--- config.mk ---
export PLATFORM = sky130hd
export DESIGN_NAME = bus_gating
export DESIGN_NICKNAME = d
export VERILOG_FILES = /design/src/bus_gating_pkg.sv /design/src/wait_ctl_if.sv /design/src/bus_gating.sv /design/src/wait_inserter.sv
export SDC_FILE = /design/constraint.sdc
export NUM_CORES = 1
export LEC_CHECK = 0
export ABC_AREA = 1
export BUFFER_PORTS_ARGS = -buffer_cell sky130_fd_sc_hd__buf_2
export CAP_MARGIN = 40
export CORE_ASPECT_RATIO = 0.75
export CORE_UTILIZATION = 30
export DETAILED_ROUTE_END_ITERATION = 10
export PLACE_DENSITY = 0.68
export SLEW_MARGIN = 5
export SYNTH_ARGS = -nofsm -noshare
export SYNTH_HDL_FRONTEND = slang
export SYNTH_SLANG_ARGS = --single-unit
--- constraint.sdc ---
create_clock -name clk_i -period 1.3 [get_ports clk_i]
set_clock_uncertainty 0.1 [all_clocks]
set_input_delay 0.39 -clock clk_i [delete_from_list [all_inputs] [get_ports clk_i]]
set_output_delay 0.39 -clock clk_i [all_outputs]
set_load 0.005 [all_outputs]
--- src/bus_gating_pkg.sv ---
// Purpose: shared constants for the emulator target-bus gating block
// Assumes: 32-bit apb data, one aligned word per register
// Notes:   switch positions live in the control register
package bus_gating_pkg;
  localparam logic [7:0] CTRL_ADDR   = 8'h00;
  localparam logic [7:0] STATUS_ADDR = 8'h04;
  // control register fields
  localparam int CTRL_DATA_EN_BIT  = 0;  // position 1
  localparam int CTRL_RD_FWD_BIT   = 1;  // position 2
  localparam int CTRL_RD_SUP_BIT   = 2;  // position 3
  localparam int CTRL_WAIT_EN_BIT  = 3;  // position 4
  localparam int CTRL_MODE_LSB     = 4;
  localparam int MODE_W            = 2;
  localparam logic [7:0] CTRL_RESET = 8'h0b;  // factory: 1,2,4 on, 3 off
  localparam int CTRL_W            = 8;
  // status register fields
  localparam int STAT_WAIT_BIT     = 0;
  localparam int STAT_RD_BIT       = 1;
  localparam int STAT_CONFLICT_BIT = 2;
  localparam int STAT_LEN_LSB      = 4;
  localparam int LEN_W             = 2;
  localparam logic [MODE_W-1:0] MODE_EMU_MEM_MAP = 2'h1;
  localparam logic [LEN_W-1:0] WAIT_LEN_ONE     = 2'h1;
  localparam logic [LEN_W-1:0] WAIT_LEN_DEFAULT = 2'h2;
  localparam logic [LEN_W-1:0] WAIT_LEN_THREE   = 2'h3;
endpackage

--- src/wait_ctl_if.sv ---
// Purpose: carries wait requests between the top and the wait unit
// Assumes: all signals on clk_i
// Notes:   length is in emulated cpu clocks
`timescale 1ns/1ns
interface wait_ctl_if;
  logic                                 cycle_start;
  logic                                 cpu_tick;
  logic                                 enable;
  logic [bus_gating_pkg::LEN_W-1:0]     length;
  logic                                 active;
  modport ctl  (output cycle_start, output cpu_tick, output enable,
                output length, input active);
  modport unit (input cycle_start, input cpu_tick, input enable,
                input length, output active);
endinterface

--- src/bus_gating.sv ---
// Purpose: target-bus gating, read-strobe policy and wait insertion
// Assumes: cpu-side inputs are on clk_i; jumper pins are asynchronous
// Notes:   switch positions are apb control bits; jumpers are pins
//
// Overview of operation
// position 1 off: release emulator data lines
// position 1 on: drive emulator data lines out
// 2 on, 3 off: always forward read strobe
// 2 off, 3 on: withhold strobe on emulator memory
// suppression only in first in-circuit mapping mode
// wait on: stretch each machine cycle fixed clocks
// wait off: no wait clocks inserted
// wait length two, jumpers select one or three
// positions 2 and 3 never both on
// hold wait request for selected clocks, release
//
// Local design decisions: the register addresses and the APB slave port.
`timescale 1ns/1ns
module bus_gating
(
  input  wire logic        clk_i,
  input  wire logic        reset_i,
  input  wire logic        psel_i,
  input  wire logic        penable_i,
  input  wire logic        pwrite_i,
  input  wire logic [7:0]  paddr_i,
  input  wire logic [31:0] pwdata_i,
  output logic      [31:0] prdata_o,
  output logic             pready_o,
  output logic             pslverr_o,
  input  wire logic        cycle_start_i,
  input  wire logic        cpu_tick_i,
  input  wire logic        cpu_rd_n_i,
  input  wire logic        emu_mem_hit_i,
  input  wire logic [7:0]  emu_data_i,
  input  wire logic        one_clock_jumper_point_i,
  input  wire logic        three_clock_jumper_point_i,
  output logic      [7:0]  emulator_data_lines_o,
  output logic             emulator_data_lines_oe_o,
  output logic             target_rd_n_o,
  output logic             wait_req_n_o
);
  logic [bus_gating_pkg::CTRL_W-1:0] ctrl_reg;
  logic [bus_gating_pkg::CTRL_W-1:0] ctrl_next;
  logic [31:0] prdata_reg;
  logic [31:0] prdata_next;
  logic        pready_reg;
  logic        pready_next;
  logic        pslverr_reg;
  logic        pslverr_next;
  logic [7:0]  data_reg;
  logic        oe_reg;
  logic        rd_n_reg;
  logic        wait_n_reg;
  logic [7:0]  data_next;
  logic        oe_next;
  logic        rd_n_next;
  logic        wait_n_next;
  logic [2:0]  one_sync_reg;
  logic [2:0]  three_sync_reg;
  logic        one_stable_reg;
  logic        three_stable_reg;
  logic [bus_gating_pkg::LEN_W-1:0]  wait_len;
  logic [bus_gating_pkg::MODE_W-1:0] map_mode;
  logic        data_en;
  logic        rd_fwd;
  logic        rd_sup;
  logic        wait_en;
  logic        conflict;
  logic        suppress;
  logic        addr_ok;
  logic        write_done;

  wait_ctl_if wc ();

  wait_inserter u_wait
  (
    .clk_i   (clk_i),
    .reset_i (reset_i),
    .wc      (wc.unit)
  );

  assign data_en  = ctrl_reg[bus_gating_pkg::CTRL_DATA_EN_BIT];
  assign rd_fwd   = ctrl_reg[bus_gating_pkg::CTRL_RD_FWD_BIT];
  assign rd_sup   = ctrl_reg[bus_gating_pkg::CTRL_RD_SUP_BIT];
  assign wait_en  = ctrl_reg[bus_gating_pkg::CTRL_WAIT_EN_BIT];
  assign map_mode = ctrl_reg[bus_gating_pkg::CTRL_MODE_LSB +:
                             bus_gating_pkg::MODE_W];
  // both policies on is illegal; forwarding is kept as the safe reading
  assign conflict = rd_fwd && rd_sup;
  assign suppress = rd_sup && !rd_fwd && emu_mem_hit_i
                    && map_mode == bus_gating_pkg::MODE_EMU_MEM_MAP;

  // jumpers: a change counts once stages two and three agree
  always_ff @(posedge clk_i or posedge reset_i)
  begin
    if (reset_i)
    begin
      one_sync_reg     <= 3'h0;
      three_sync_reg   <= 3'h0;
      one_stable_reg   <= 1'b0;
      three_stable_reg <= 1'b0;
    end
    else
    begin
      one_sync_reg   <= {one_sync_reg[1:0], one_clock_jumper_point_i};
      three_sync_reg <= {three_sync_reg[1:0], three_clock_jumper_point_i};
      if (one_sync_reg[1] == one_sync_reg[2])
        one_stable_reg <= one_sync_reg[2];
      if (three_sync_reg[1] == three_sync_reg[2])
        three_stable_reg <= three_sync_reg[2];
    end
  end

  always_comb
  begin
    wait_len = bus_gating_pkg::WAIT_LEN_DEFAULT;
    if (one_stable_reg)
      wait_len = bus_gating_pkg::WAIT_LEN_ONE;
    else if (three_stable_reg)
      wait_len = bus_gating_pkg::WAIT_LEN_THREE;
  end

  assign wc.cycle_start = cycle_start_i;
  assign wc.cpu_tick    = cpu_tick_i;
  assign wc.enable      = wait_en;
  assign wc.length      = wait_len;

  // apb slave: one wait state, answer in the second access cycle
  assign addr_ok = paddr_i == bus_gating_pkg::CTRL_ADDR
                   || paddr_i == bus_gating_pkg::STATUS_ADDR;
  assign write_done = psel_i && penable_i && pready_reg && pwrite_i;

  always_comb
  begin
    ctrl_next    = ctrl_reg;
    prdata_next  = prdata_reg;
    pready_next  = 1'b0;
    pslverr_next = 1'b0;
    if (psel_i && penable_i && !pready_reg)
    begin
      pready_next  = 1'b1;
      pslverr_next = !addr_ok;
      prdata_next  = 32'h0;
      if (!pwrite_i && paddr_i == bus_gating_pkg::CTRL_ADDR)
        prdata_next[bus_gating_pkg::CTRL_W-1:0] = ctrl_reg;
      else if (!pwrite_i && paddr_i == bus_gating_pkg::STATUS_ADDR)
      begin
        prdata_next[bus_gating_pkg::STAT_WAIT_BIT]     = wc.active;
        prdata_next[bus_gating_pkg::STAT_RD_BIT]       = rd_n_reg;
        prdata_next[bus_gating_pkg::STAT_CONFLICT_BIT] = conflict;
        prdata_next[bus_gating_pkg::STAT_LEN_LSB +:
                    bus_gating_pkg::LEN_W] = wait_len;
      end
    end
    if (write_done && paddr_i == bus_gating_pkg::CTRL_ADDR)
      ctrl_next = pwdata_i[bus_gating_pkg::CTRL_W-1:0];
  end

  always_comb
  begin
    data_next   = emu_data_i;
    oe_next     = data_en;
    rd_n_next   = cpu_rd_n_i || suppress;
    wait_n_next = !wc.active;
  end

  always_ff @(posedge clk_i or posedge reset_i)
  begin
    if (reset_i)
    begin
      ctrl_reg    <= bus_gating_pkg::CTRL_RESET;
      prdata_reg  <= 32'h0;
      pready_reg  <= 1'b0;
      pslverr_reg <= 1'b0;
      data_reg    <= 8'h00;
      oe_reg      <= 1'b0;
      rd_n_reg    <= 1'b1;
      wait_n_reg  <= 1'b1;
    end
    else
    begin
      ctrl_reg    <= ctrl_next;
      prdata_reg  <= prdata_next;
      pready_reg  <= pready_next;
      pslverr_reg <= pslverr_next;
      data_reg    <= data_next;
      oe_reg      <= oe_next;
      rd_n_reg    <= rd_n_next;
      wait_n_reg  <= wait_n_next;
    end
  end

  assign prdata_o                 = prdata_reg;
  assign pready_o                 = pready_reg;
  assign pslverr_o                = pslverr_reg;
  assign emulator_data_lines_o    = data_reg;
  assign emulator_data_lines_oe_o = oe_reg;
  assign target_rd_n_o            = rd_n_reg;
  assign wait_req_n_o             = wait_n_reg;

  chk_data_release: assert property (
    @(posedge clk_i) disable iff (reset_i)
    !data_en |=> !emulator_data_lines_oe_o)
    else $error("data lines driven while disabled");
  chk_data_drive_out: assert property (
    @(posedge clk_i) disable iff (reset_i)
    data_en |=> (emulator_data_lines_oe_o
                 && emulator_data_lines_o == $past(emu_data_i)))
    else $error("data lines not driven while enabled");
  chk_rd_always_fwd: assert property (
    @(posedge clk_i) disable iff (reset_i)
    (rd_fwd && !rd_sup) |=> target_rd_n_o == $past(cpu_rd_n_i))
    else $error("read strobe not forwarded");
  chk_rd_withheld: assert property (
    @(posedge clk_i) disable iff (reset_i)
    (rd_sup && !rd_fwd && emu_mem_hit_i && !cpu_rd_n_i
     && map_mode == bus_gating_pkg::MODE_EMU_MEM_MAP) |=> target_rd_n_o)
    else $error("read strobe reached target on emulator access");
  chk_rd_other_mode: assert property (
    @(posedge clk_i) disable iff (reset_i)
    (map_mode != bus_gating_pkg::MODE_EMU_MEM_MAP) |=>
      target_rd_n_o == $past(cpu_rd_n_i))
    else $error("read strobe withheld outside first mapping mode");
  chk_wait_len_pick: assert property (
    @(posedge clk_i) disable iff (reset_i)
    (!one_stable_reg && !three_stable_reg) |->
      wait_len == bus_gating_pkg::WAIT_LEN_DEFAULT)
    else $error("wait length not two without jumper");
  chk_wait_pin_follow: assert property (
    @(posedge clk_i) disable iff (reset_i)
    wc.active |=> !wait_req_n_o)
    else $error("wait request pin not asserted");
  chk_apb_one_wait: assert property (
    @(posedge clk_i) disable iff (reset_i)
    (psel_i && penable_i && !pready_o) |=> pready_o)
    else $error("apb answer late");
endmodule

--- src/wait_inserter.sv ---
// Purpose: holds a wait request for a set number of cpu clocks per cycle
// Assumes: cycle_start is a one-cycle pulse at each machine cycle start
// Notes:   a new cycle start while holding is ignored
`timescale 1ns/1ns
module wait_inserter
(
  input  wire logic clk_i,
  input  wire logic reset_i,
  wait_ctl_if.unit  wc
);
  typedef enum logic {IDLE, HOLD} wait_state_t;
  wait_state_t                      state_reg;
  wait_state_t                      state_next;
  logic [bus_gating_pkg::LEN_W-1:0] count_reg;
  logic [bus_gating_pkg::LEN_W-1:0] count_next;

  always_comb
  begin
    state_next = state_reg;
    count_next = count_reg;
    case (state_reg)
      IDLE:
      begin
        if (wc.cycle_start && wc.enable && wc.length != '0)
        begin
          state_next = HOLD;
          count_next = wc.length;
        end
      end
      HOLD:
      begin
        if (wc.cpu_tick)
        begin
          count_next = count_reg - 2'h1;
          if (count_reg == 2'h1)
            state_next = IDLE;
        end
      end
      default:
        state_next = IDLE;
    endcase
  end

  always_ff @(posedge clk_i or posedge reset_i)
  begin
    if (reset_i)
    begin
      state_reg <= IDLE;
      count_reg <= '0;
    end
    else
    begin
      state_reg <= state_next;
      count_reg <= count_next;
    end
  end

  assign wc.active = (state_reg == HOLD);

  chk_wait_off_none: assert property (
    @(posedge clk_i) disable iff (reset_i)
    (state_reg == IDLE && wc.cycle_start && !wc.enable) |=> !wc.active)
    else $error("wait started while disabled");
  chk_wait_start_hold: assert property (
    @(posedge clk_i) disable iff (reset_i)
    (state_reg == IDLE && wc.cycle_start && wc.enable) |=>
      (wc.active && count_reg == $past(wc.length)))
    else $error("wait did not start with selected length");
  chk_wait_last_tick: assert property (
    @(posedge clk_i) disable iff (reset_i)
    (wc.active && wc.cpu_tick && count_reg == 2'h1) |=> !wc.active)
    else $error("wait not released after last clock");
  chk_wait_no_early: assert property (
    @(posedge clk_i) disable iff (reset_i)
    (wc.active && (!wc.cpu_tick || count_reg > 2'h1)) |=> wc.active)
    else $error("wait released early");
endmodule

# [Word-level counts from Yosys, hierarchy flattened]
# Cells that the tools add are included.
[classes] add_sub_neg=1 eq_ne=7 n_mux=17 bitwise_logic=1 n_reduce_logical=23
[ops] cell="$logic_and 1x1->1" n=13
[ops] cell="$mux 2" n=6
[ops] cell="$eq 8x3->1 const B" n=1
[ops] cell="$logic_not 8->1" n=1
[ops] cell="$mux 1" n=7
[ops] cell="$mux 3" n=2
[ops] cell="$logic_not 1->1" n=5
[ops] cell="$eq 2x1->1 const B" n=2
[ops] cell="$pmux 2 s2" n=1
[ops] cell="$eq 1x1->1" n=2
[ops] cell="$logic_or 1x1->1" n=2
[ops] cell="$ne 2x1->1 const B" n=1
[ops] cell="$ne 2x2->1 const B" n=1
[ops] cell="$pmux 1 s2" n=1
[ops] cell="$reduce_and 2->1" n=1
[ops] cell="$reduce_bool 2->1" n=1
[ops] cell="$sub 2x1->2 const B" n=1
[ops] cell="$not 1->1" n=1
[totals] regBits=40 in_bits=59 out_inout_bits=45 wordCells=63

# [Longest topological paths before layout]
# Gate-level depths: netlist (run 1).
[logic_depth] word_depth=6 mapped_depth=8 mapped_depth_nobuf=8

# [By module]
# Synthesis (run 1) repeated with hierarchy kept, for this count alone.
[hier_totals] hier_cells=184 area_unflattened_um2=1788.0
[modules_own_cells] mod="bus_gating" n_inst=1 cells_each=154 area_per_inst_um2=1581.5 seq_area_each_um2=932.1
[modules_own_cells] mod="wait_inserter" n_inst=1 cells_each=30 area_per_inst_um2=206.4 seq_area_each_um2=75.1

# [Worst setup path after synthesis (run 1)]
# No wires, ideal clock.
[synth_timing] path_type="input to register" from="input paddr_i[7]" to="register prdata_reg[0], in the netlist prdata_o[0]" setup_time_ns=0.065 arrival_time_ns=1.070 t_required_ns=1.135 slack_ns=0.065 cell_stages=8 path_buffers=1 cell_sequence="nor2_1 > nand2_1 > nor2_4 > buf_6 > nand3_1 > nand2_1 > nand2_1 > nand2_1"
[synth_via] elab_chain_len=4 word_cells_on_any_way=6 classes_between="eq/ne (1); mux (2); reduce/logical (3)"
[synth_rtl] element="from (decl)" line_no="bus_gating.sv:26" text="input wire logic [7:0] paddr_i,"
[synth_rtl] element="$eq 8x3->1" line_no="bus_gating.sv:147" text="else if (!pwrite_i && paddr_i == bus_gating_pkg::STATUS_ADDR)"
[synth_rtl] element="$logic_and 1x1->1" line_no="bus_gating.sv:147"
[synth_rtl] element="$mux 3" line_no="bus_gating.sv:147"
[synth_rtl] element="$mux 3 *" line_no="bus_gating.sv:145" text="if (!pwrite_i && paddr_i == bus_gating_pkg::CTRL_ADDR)"
[synth_rtl] element="to (signal assigned)" line_no="bus_gating.sv:184" text="prdata_reg <= prdata_next;"
[synth_rtl] element="to (decl)" line_no="bus_gating.sv:45" text="logic [31:0] prdata_reg;"
# Every way passes the cells marked *; elsewhere a longest branch is shown, timed or not.
# A chain may end at the register's enable or synchronous reset.

# [Final worst setup path (run 1)]
[layout_timing] from="register rd_n_reg, in the netlist target_rd_n_o" to="output target_rd_n_o"
[layout_rtl] element="from (decl)" line_no="bus_gating.sv:53" text="logic rd_n_reg;"
[layout_rtl] element="from (signal assigned)" line_no="bus_gating.sv:189" text="rd_n_reg <= rd_n_next;"
[layout_rtl] element="to (decl)" line_no="bus_gating.sv:40" text="output logic target_rd_n_o,"
# No word-level cell between the ends.

==> results of run 1 <==
## cells in the final DEF (no fill, tap or decap), types with 3 or more instances in the layout
master / instances
inv_1: 7
clkbuf_8: 6
nor2_1: 11
dfstp_2: 5
nand3_1: 16
buf_2: 53
dfrtp_1: 35
buf_6: 3
conb_1: 24
buf_4: 27
nand2_1: 51
## metal layers
layer / part of all wire / wire length (um) / GRT usage
met2: 0.44 / 1510 / 0.182
met3: 0.070 / 239 / 0.0403
met5: 0 / 0 / 0
met1: 0.48 / 1630 / 0.167
met4: 0.015 / 53 / 0.0575
## logic make-up (layout without fill, tap and decap cells)
family	Yosys count	count (layout)
fa+ha+maj	3	3
flops	40	40
buf+inv	35	101
other cells	1	24
compound gates	8	8
simple gates	86	86
## path summary, 6_finish.rpt
| check | to | from | slack [ns] | depth (start not counted) |
|---|---|---|---|---|
| max in group asynchronous | target_rd_n_o$_DFF_PP1_ | reset_i | 0.12 | 4 |
| hold reg to reg | one_sync_reg[1]$_DFF_PP0_ | one_sync_reg[0]$_DFF_PP0_ | 0.26 | 0 |
| setup / recovery | target_rd_n_o | target_rd_n_o$_DFF_PP1_ | -0.12 | 1 |
| hold / removal | emulator_data_lines_o[1]$_DFF_PP0_ | emu_data_i[1] | 0.10 | 1 |
| setup reg to reg | prdata_o[6]$_DFFE_PP0P_ | pready_o$_DFF_PP0_ | 0 | 6 |
| min in group asynchronous | emulator_data_lines_o[1]$_DFF_PP0_ | reset_i | 0.52 | 3 |
## cell type report
cell class	instances	share of cell area
Sequential cell	40	0.440
Tap cell	75	0.0410
Clock inverter	2	0.00437
Inverter	9	0.0164
Timing Repair Buffer	84	0.223
Multi-Input combinational cell	121	0.239
Clock buffer	6	0.0361
## metrics by stage
step	utilization	hold WS, ns
finish	0.423	0.100
global route	0.423	0.0864
CTS	0.411	0.0921
detailed placement	0.383	0.243
global placement	0.383	0.233
floorplan	-	0.231
## synth_stat cells, drive strengths merged
cell type and count:
o21ai 2, nor3 1, a41o 1, or2 1, a21oi 2, inv 8, dfrtp 35, o21a 1
nand4 1, conb 1, buf 26, nand3 16, maj3 2, nor2 15, clkinv 1, nand2 52
dfstp 5, ha 1, o211ai 2
## power groups by stage
| stage | sequential [uW] | clock [uW] | combinational, uW |
|---|---|---|---|
| final | 1340 | 842 | 247 |
| after global placement | 1360 | 0 | 224 |
| after detailed placement | 1360 | 0 | 231 |
| after global routing | 1340 | 929 | 285 |
| after CTS | 1340 | 869 | 239 |
| after floorplan | 1360 | 0 | 166 |
## repair_timing
| action | 4_1_cts | 5_1_grt |
|---|---|---|
| endpoints found under the setup margin | 10 | 21 |
| endpoints found under the hold margin | 9 | 0 |
| gates resized for setup | 1 | 3 |
| hold buffers | 1 | 0 |
| setup buffers | 6 | 7 |
==> impl_summary.txt, run 1 <==
----------------------------------------------------
[Run status]
  Outcome ... complete, but fails checks
  Violated checks ... negative setup slack

[Setup path]
  WP data required ... 0.81 ns
  Series of cell instances along the critical path ... buf_6
  Largest delay share family, worst path ... flip-flops
  Critical Path Source Type ... flip-flop
  Crit path buf inv count ... 1
  Max Fanout on Critical Path ... 2
  Data arrival time of the critical path ... 0.93 ns
  Class of the most critical setup path ... reg -> out
  Capturing element type of the critical path ... output port
  Maximum cell stage delay along the critical path ... 0.55 ns
  Cell with the biggest individual delay on the critical path ... dfstp_2

[Hold path]
  Hold Path Class ... in -> reg

[Routing]
  Final wirelength ... 3.44 mm
  Average wire per standard cell ... 10.2 um
  Number of DRC violations after detailed routing ... 0
  DR vias ... 1,337
  DR vias/cell ... 3.97
  First-iteration detailed-routing DRC count ... 61
  Number of iterations in the first detailed-routing pass ... 5
  DRT antenna net count ... 0

[Logic synthesis]
  Mapped Area ... 1700 um^2
  Mapped Avg Cell Area ... 9.84 um^2
  Number of instances in the synthesized netlist ... 173
  Share of synthesized cell area in and, or, nand and nor gates ... 0.217
  Main combinational cell family by area after synthesis ... simple AND/OR/NAND/NOR gates
  Synth Register Bits ... 40
  Adder and majority cell fraction of the synthesized area ... 0.0191
  Share of the synthesized area in compound gates (AO/OA/AOI/OAI) ... 0.0309
  Count of unique library cells instantiated by Yosys ... 23
  Biggest area consumer among synthesized cells ... dfrtp_1
  Number of warnings printed during yosys synthesis ... 0
  Sequential area share after synthesis ... 0.592
  Multiplexer share of the synthesized area ... 0
  Dominant cells by area after synthesis ... dfrtp_1 51%, nand2_1 11%, buf_4 11%, dfstp_2 7.7%, nand3_1 4.7%
  Share of the synthesized area in the top cell type ... 0.515
  Xor and xnor fraction of the mapped netlist area ... 0

[Global route]
  Global Route Usage Sum ... 0.124
  Global-route wire length before repair ... 5.43 mm
  Maximum number of pins on one net before global-route repair ... 17
  Initial antenna violation count ... 0
  Via count of the first global-routing pass ... 1,233
  Total congestion overflow ... 0

[Placed design]
  Global placer's final weighted congestion ... 0.734
  DP Worst Slack ... -0.178 ns
  DP Cell Count ... 315
  Placed standard-cell area ... 2070 um^2
  Count of input and output buffers ... 55
  Sum of net half-perimeters after detailed placement ... 2.64 mm

[STA]
  Minimum clock period ... 1.42 ns
  Peak Freq ... 704 MHz
  Unrepaired setup endpoints after global routing ... yes
  Ratio of final minimum period to clock period ... 1.09
  Final Slew Violations ... 0
  Setup slack after layout ... -0.121 ns
  Number of endpoints with negative hold slack in the final report ... 0
  Setup TNS ... -0.218 ns
  Finish-stage setup viols ... 2

[Power]
  Total power after layout ... 2420 uW
  Share of total power in combinational logic ... 0.102
  Pwr Density ... 1060 nW/um^2
  Clock power share ... 0.347
  Seq pwr share ... 0.551
  Maximum vdd ir drop ... 0.721 mV
  Switching share of power ... 0.237
  Cell internal power dissipation ... 1850 uW
  P_sw ... 574 uW
  P_leak ... 0.00128 uW

[Layout]
  Seq. cell area ... 1010 um^2
  Final Net Count ... 321
  Ratio of cells with drive above 1 in the final layout ... 0.393
  FILL cells ... 555
  P&R area growth vs syn ... 34.6%
  Ant diodes ... 0
  Area of the multi-input gates ... 547 um^2
  Final instance count without filler cells ... 337
  Layout Cell Area excl Fill ... 2290 um^2

[CTS]
  H-tree depth ... 2
  Worst-path clk slew ... 0.07 ns
  Sinks on the clock net ... 40
  Buffer levels on the longest clock path ... 2
  Clock latency reported for the late side of the worst-skew pair ... 0.29 ns
  CTS root buffer ... clkbuf_8
  TritonCTS clock tree ... built
  Total CTS buffers ... 5

[Floorplanning]
  Area inside the core boundary ... 5410 um^2
  Core Rows ... 23
  Horizontal die dimension ... 89.0 um
  Number of placed I/O pins ... 104
  Starting density of the core ... 0.315
  Die H ... 67.2 um
  Total Die Area ... 5980 um^2

[Run]
  Max-Cap Viols ... 0

----------------------------------------------------
(Power assumes the default switching activity.)
==> run 2: changes to the inputs <==
- BUFFER_PORTS_ARGS: -buffer_cell sky130_fd_sc_hd__buf_2 -> -buffer_cell sky130_fd_sc_hd__buf_4
==> run 2 against run 1 <==
The run still ends with negative setup slack left. Utilization is 4.0 points higher. Final area is 9.5% higher. Die area stayed put. Critical path type unchanged. Clock power is 20% higher. Worst setup slack better by 0.0017 ns. Register-to-register slack better by 0.05 ns.
==> impl_summary.txt, run 2 (synthesized netlist as in run 1, its figures left out) <==
----------------------------------------------------
[Run status]
  Outcome ... complete, but fails checks (unchanged)
  Violated checks ... negative setup slack (unchanged)

[Power]
  Cell internal power dissipation ... 2040 uW (was 1850 uW)
  P_leak ... 0.00134 uW (was 0.00128 uW)
  P_sw ... 602 uW (was 574 uW)
  Share of total power in combinational logic ... 0.112 (was 0.102)
  Switching share of power ... 0.228 (was 0.237)
  Clock power share ... 0.382 (was 0.347)
  Maximum vdd ir drop ... 0.829 mV (was 0.721 mV)
  Seq pwr share ... 0.506 (was 0.551)
  Pwr Density ... 1050 nW/um^2 (was 1060 nW/um^2)

[Setup path]
  Max Fanout on Critical Path ... 2 (unchanged)
  Data arrival time of the critical path ... 0.93 ns (about the same)
  Largest delay share family, worst path ... flip-flops (unchanged)
  WP data required ... 0.81 ns (about the same)
  Crit path launch ... target_rd_n_o$_DFF_PP1_ (unchanged)
  Series of cell instances along the critical path ... buf_6 (unchanged)
  Capturing element type of the critical path ... output port (unchanged)
  Cell with the biggest individual delay on the critical path ... dfstp_2 (unchanged)
  Crit path buf inv count ... 1 (unchanged)
  Startpoint of the worst register-to-register path ... pready_o$_DFF_PP0_ (unchanged)
  Critical Path Source Type ... flip-flop (unchanged)
  Class of the most critical setup path ... reg -> out (unchanged)
  Maximum cell stage delay along the critical path ... 0.54 ns (was 0.55 ns)

[Layout]
  P&R area growth vs syn ... 47.4% (was 34.6%)
  Seq. cell area ... 1010 um^2 (unchanged)
  Layout Cell Area excl Fill ... 2510 um^2 (was 2290 um^2)
  Most common cell after layout, fill and taps aside ... buf_4 (was buf_2)
  Ratio of cells with drive above 1 in the final layout ... 0.384 (was 0.393)
  Ant diodes ... 0 (unchanged)
  FILL cells ... 534 (was 555)
  Commonest cells after routing, fill and taps aside ... 57 x buf_4, 51 x nand2_1, 35 x dfrtp_1 (was 53 x buf_2, 51 x nand2_1, 35 x dfrtp_1)
  Area of the multi-input gates ... 554 um^2 (was 547 um^2)
  Final Net Count ... 317 (was 321)

[Routing]
  Final wirelength ... 3.53 mm (was 3.44 mm)
  First-iteration detailed-routing DRC count ... 52 (was 61)
  Number of DRC violations after detailed routing ... 0 (unchanged)
  Average wire per standard cell ... 10.6 um (was 10.2 um)
  Number of iterations in the first detailed-routing pass ... 4 (was 5)
  DR vias/cell ... 4.00 (was 3.97)
  DRT antenna net count ... 0 (unchanged)
  DR vias ... 1,333 (was 1,337)

[Run]
  Max-Cap Viols ... 0 (unchanged)

[STA]
  Unrepaired setup endpoints after global routing ... yes (unchanged)
  Peak Freq ... 705 MHz (was 704 MHz)
  Finish-stage setup viols ... 7 (was 2)
  Number of endpoints with negative hold slack in the final report ... 0 (unchanged)
  Setup TNS ... -0.292 ns (was -0.218 ns)
  Minimum clock period ... 1.42 ns (about the same)
  Setup slack after layout ... -0.119 ns (was -0.121 ns)
  Final Slew Violations ... 0 (unchanged)
  Final hold slack ... 0.103 ns (was 0.100 ns)
  Ratio of final minimum period to clock period ... 1.09 (about the same)

[Global route]
  Initial antenna violation count ... 0 (unchanged)
  GR Util met1 ... 0.184 (was 0.167)
  Global-route wire length before repair ... 5.55 mm (was 5.43 mm)
  Via count of the first global-routing pass ... 1,220 (was 1,233)
  Met2 Track Usage GR ... 0.180 (was 0.182)
  Maximum number of pins on one net before global-route repair ... 17 (unchanged)
  Total congestion overflow ... 0 (unchanged)
  Global Route Usage Sum ... 0.127 (was 0.124)
  Layer carrying the most global-route usage ... met1 (was met2)
  Met3 Track Usage GR ... 0.0367 (was 0.0403)

[Floorplanning]
  Starting density of the core ... 0.315 (unchanged)
  Number of placed I/O pins ... 104 (unchanged)
  Horizontal die dimension ... 89.0 um (unchanged)
  Total Die Area ... 5980 um^2 (unchanged)
  Core Rows ... 23 (unchanged)
  Area inside the core boundary ... 5410 um^2 (unchanged)
  Die H ... 67.2 um (unchanged)

[Hold path]
  Worst Hold Launch ... emu_data_i[6] (was emu_data_i[1])
  Hold Path Class ... in -> reg (unchanged)

[Placed design]
  Placed standard-cell area ... 2210 um^2 (was 2070 um^2)
  Sum of net half-perimeters after detailed placement ... 2.72 mm (was 2.64 mm)
  DP Worst Slack ... -0.182 ns (was -0.178 ns)
  Global placer's final weighted congestion ... 0.739 (was 0.734)
  Count of input and output buffers ... 55 (unchanged)

[CTS]
  Worst-path clk slew ... 0.08 ns (was 0.07 ns)
  H-tree depth ... 2 (unchanged)
  CTS root buffer ... clkbuf_8 (unchanged)
  TritonCTS clock tree ... built (unchanged)
  Total CTS buffers ... 5 (unchanged)
  Clock latency reported for the late side of the worst-skew pair ... 0.29 ns (about the same)
  Buffer levels on the longest clock path ... 2 (unchanged)
  Sinks on the clock net ... 40 (unchanged)

----------------------------------------------------
[run 2: worst paths after layout]
| check | end | slack (ns) | depth (start not counted) |
|---|---|---|---|
| max | target_rd_n_o | -0.12 | 1 |
| min | emulator_data_lines_o[6]$_DFF_PP0_ | 0.10 | 1 |
| max reg2reg | ctrl_reg[6]$_DFFE_PP0P_ | 0.05 | 6 |
| min reg2reg | one_sync_reg[1]$_DFF_PP0_ | 0.25 | 0 |
| max in group asynchronous | target_rd_n_o$_DFF_PP1_ | 0.10 | 4 |
| min in group asynchronous | u_wait.wc.active$_DFF_PP0_ | 0.54 | 3 |
[run 2: final cells by class]
type / count / share of cell area
repair buffers: 80 / 0.280
inverters: 9 / 0.0150
well taps: 75 / 0.0374
clock inverters: 3 / 0.0170
flip-flops and latches: 40 / 0.402
multi-input cells: 121 / 0.221
clock buffers: 5 / 0.0274
[run 2: what timing repair did]
action / in CTS / in global routing
buffers inserted: 8 / 3
hold buffers: 1 / 0
endpoints found under the setup margin: 11 / 28
gates resized for setup: 11 / 12
endpoints found under the hold margin: 9 / 0
pin swaps: 0 / 3
[run 2: per-layer routing]
layer	routed length, um	part of all wire
met5	0	0
met4	42	0.012
met3	307	0.087
met2	1580	0.45
met1	1600	0.45
[run 2: metrics by stage]
stage | cells | util | power (uW)
final | 333 | 0.463 | 2640
after global routing | 333 | 0.463 | 2780
after CTS | 330 | 0.449 | 2660
after detailed placement | 313 | 0.408 | 1640
after global placement | 313 | 0.408 | 1620
after floorplan | 196 | - | 1520
[run 2: power groups by stage]
stage | Clock (uW) | Sequential (uW) | Combinational [uW]
after floorplan | 0 | 1360 | 166
after global placement | 0 | 1360 | 265
after detailed placement | 0 | 1360 | 275
after CTS | 1030 | 1340 | 285
after global routing | 1090 | 1350 | 337
final | 1010 | 1340 | 296
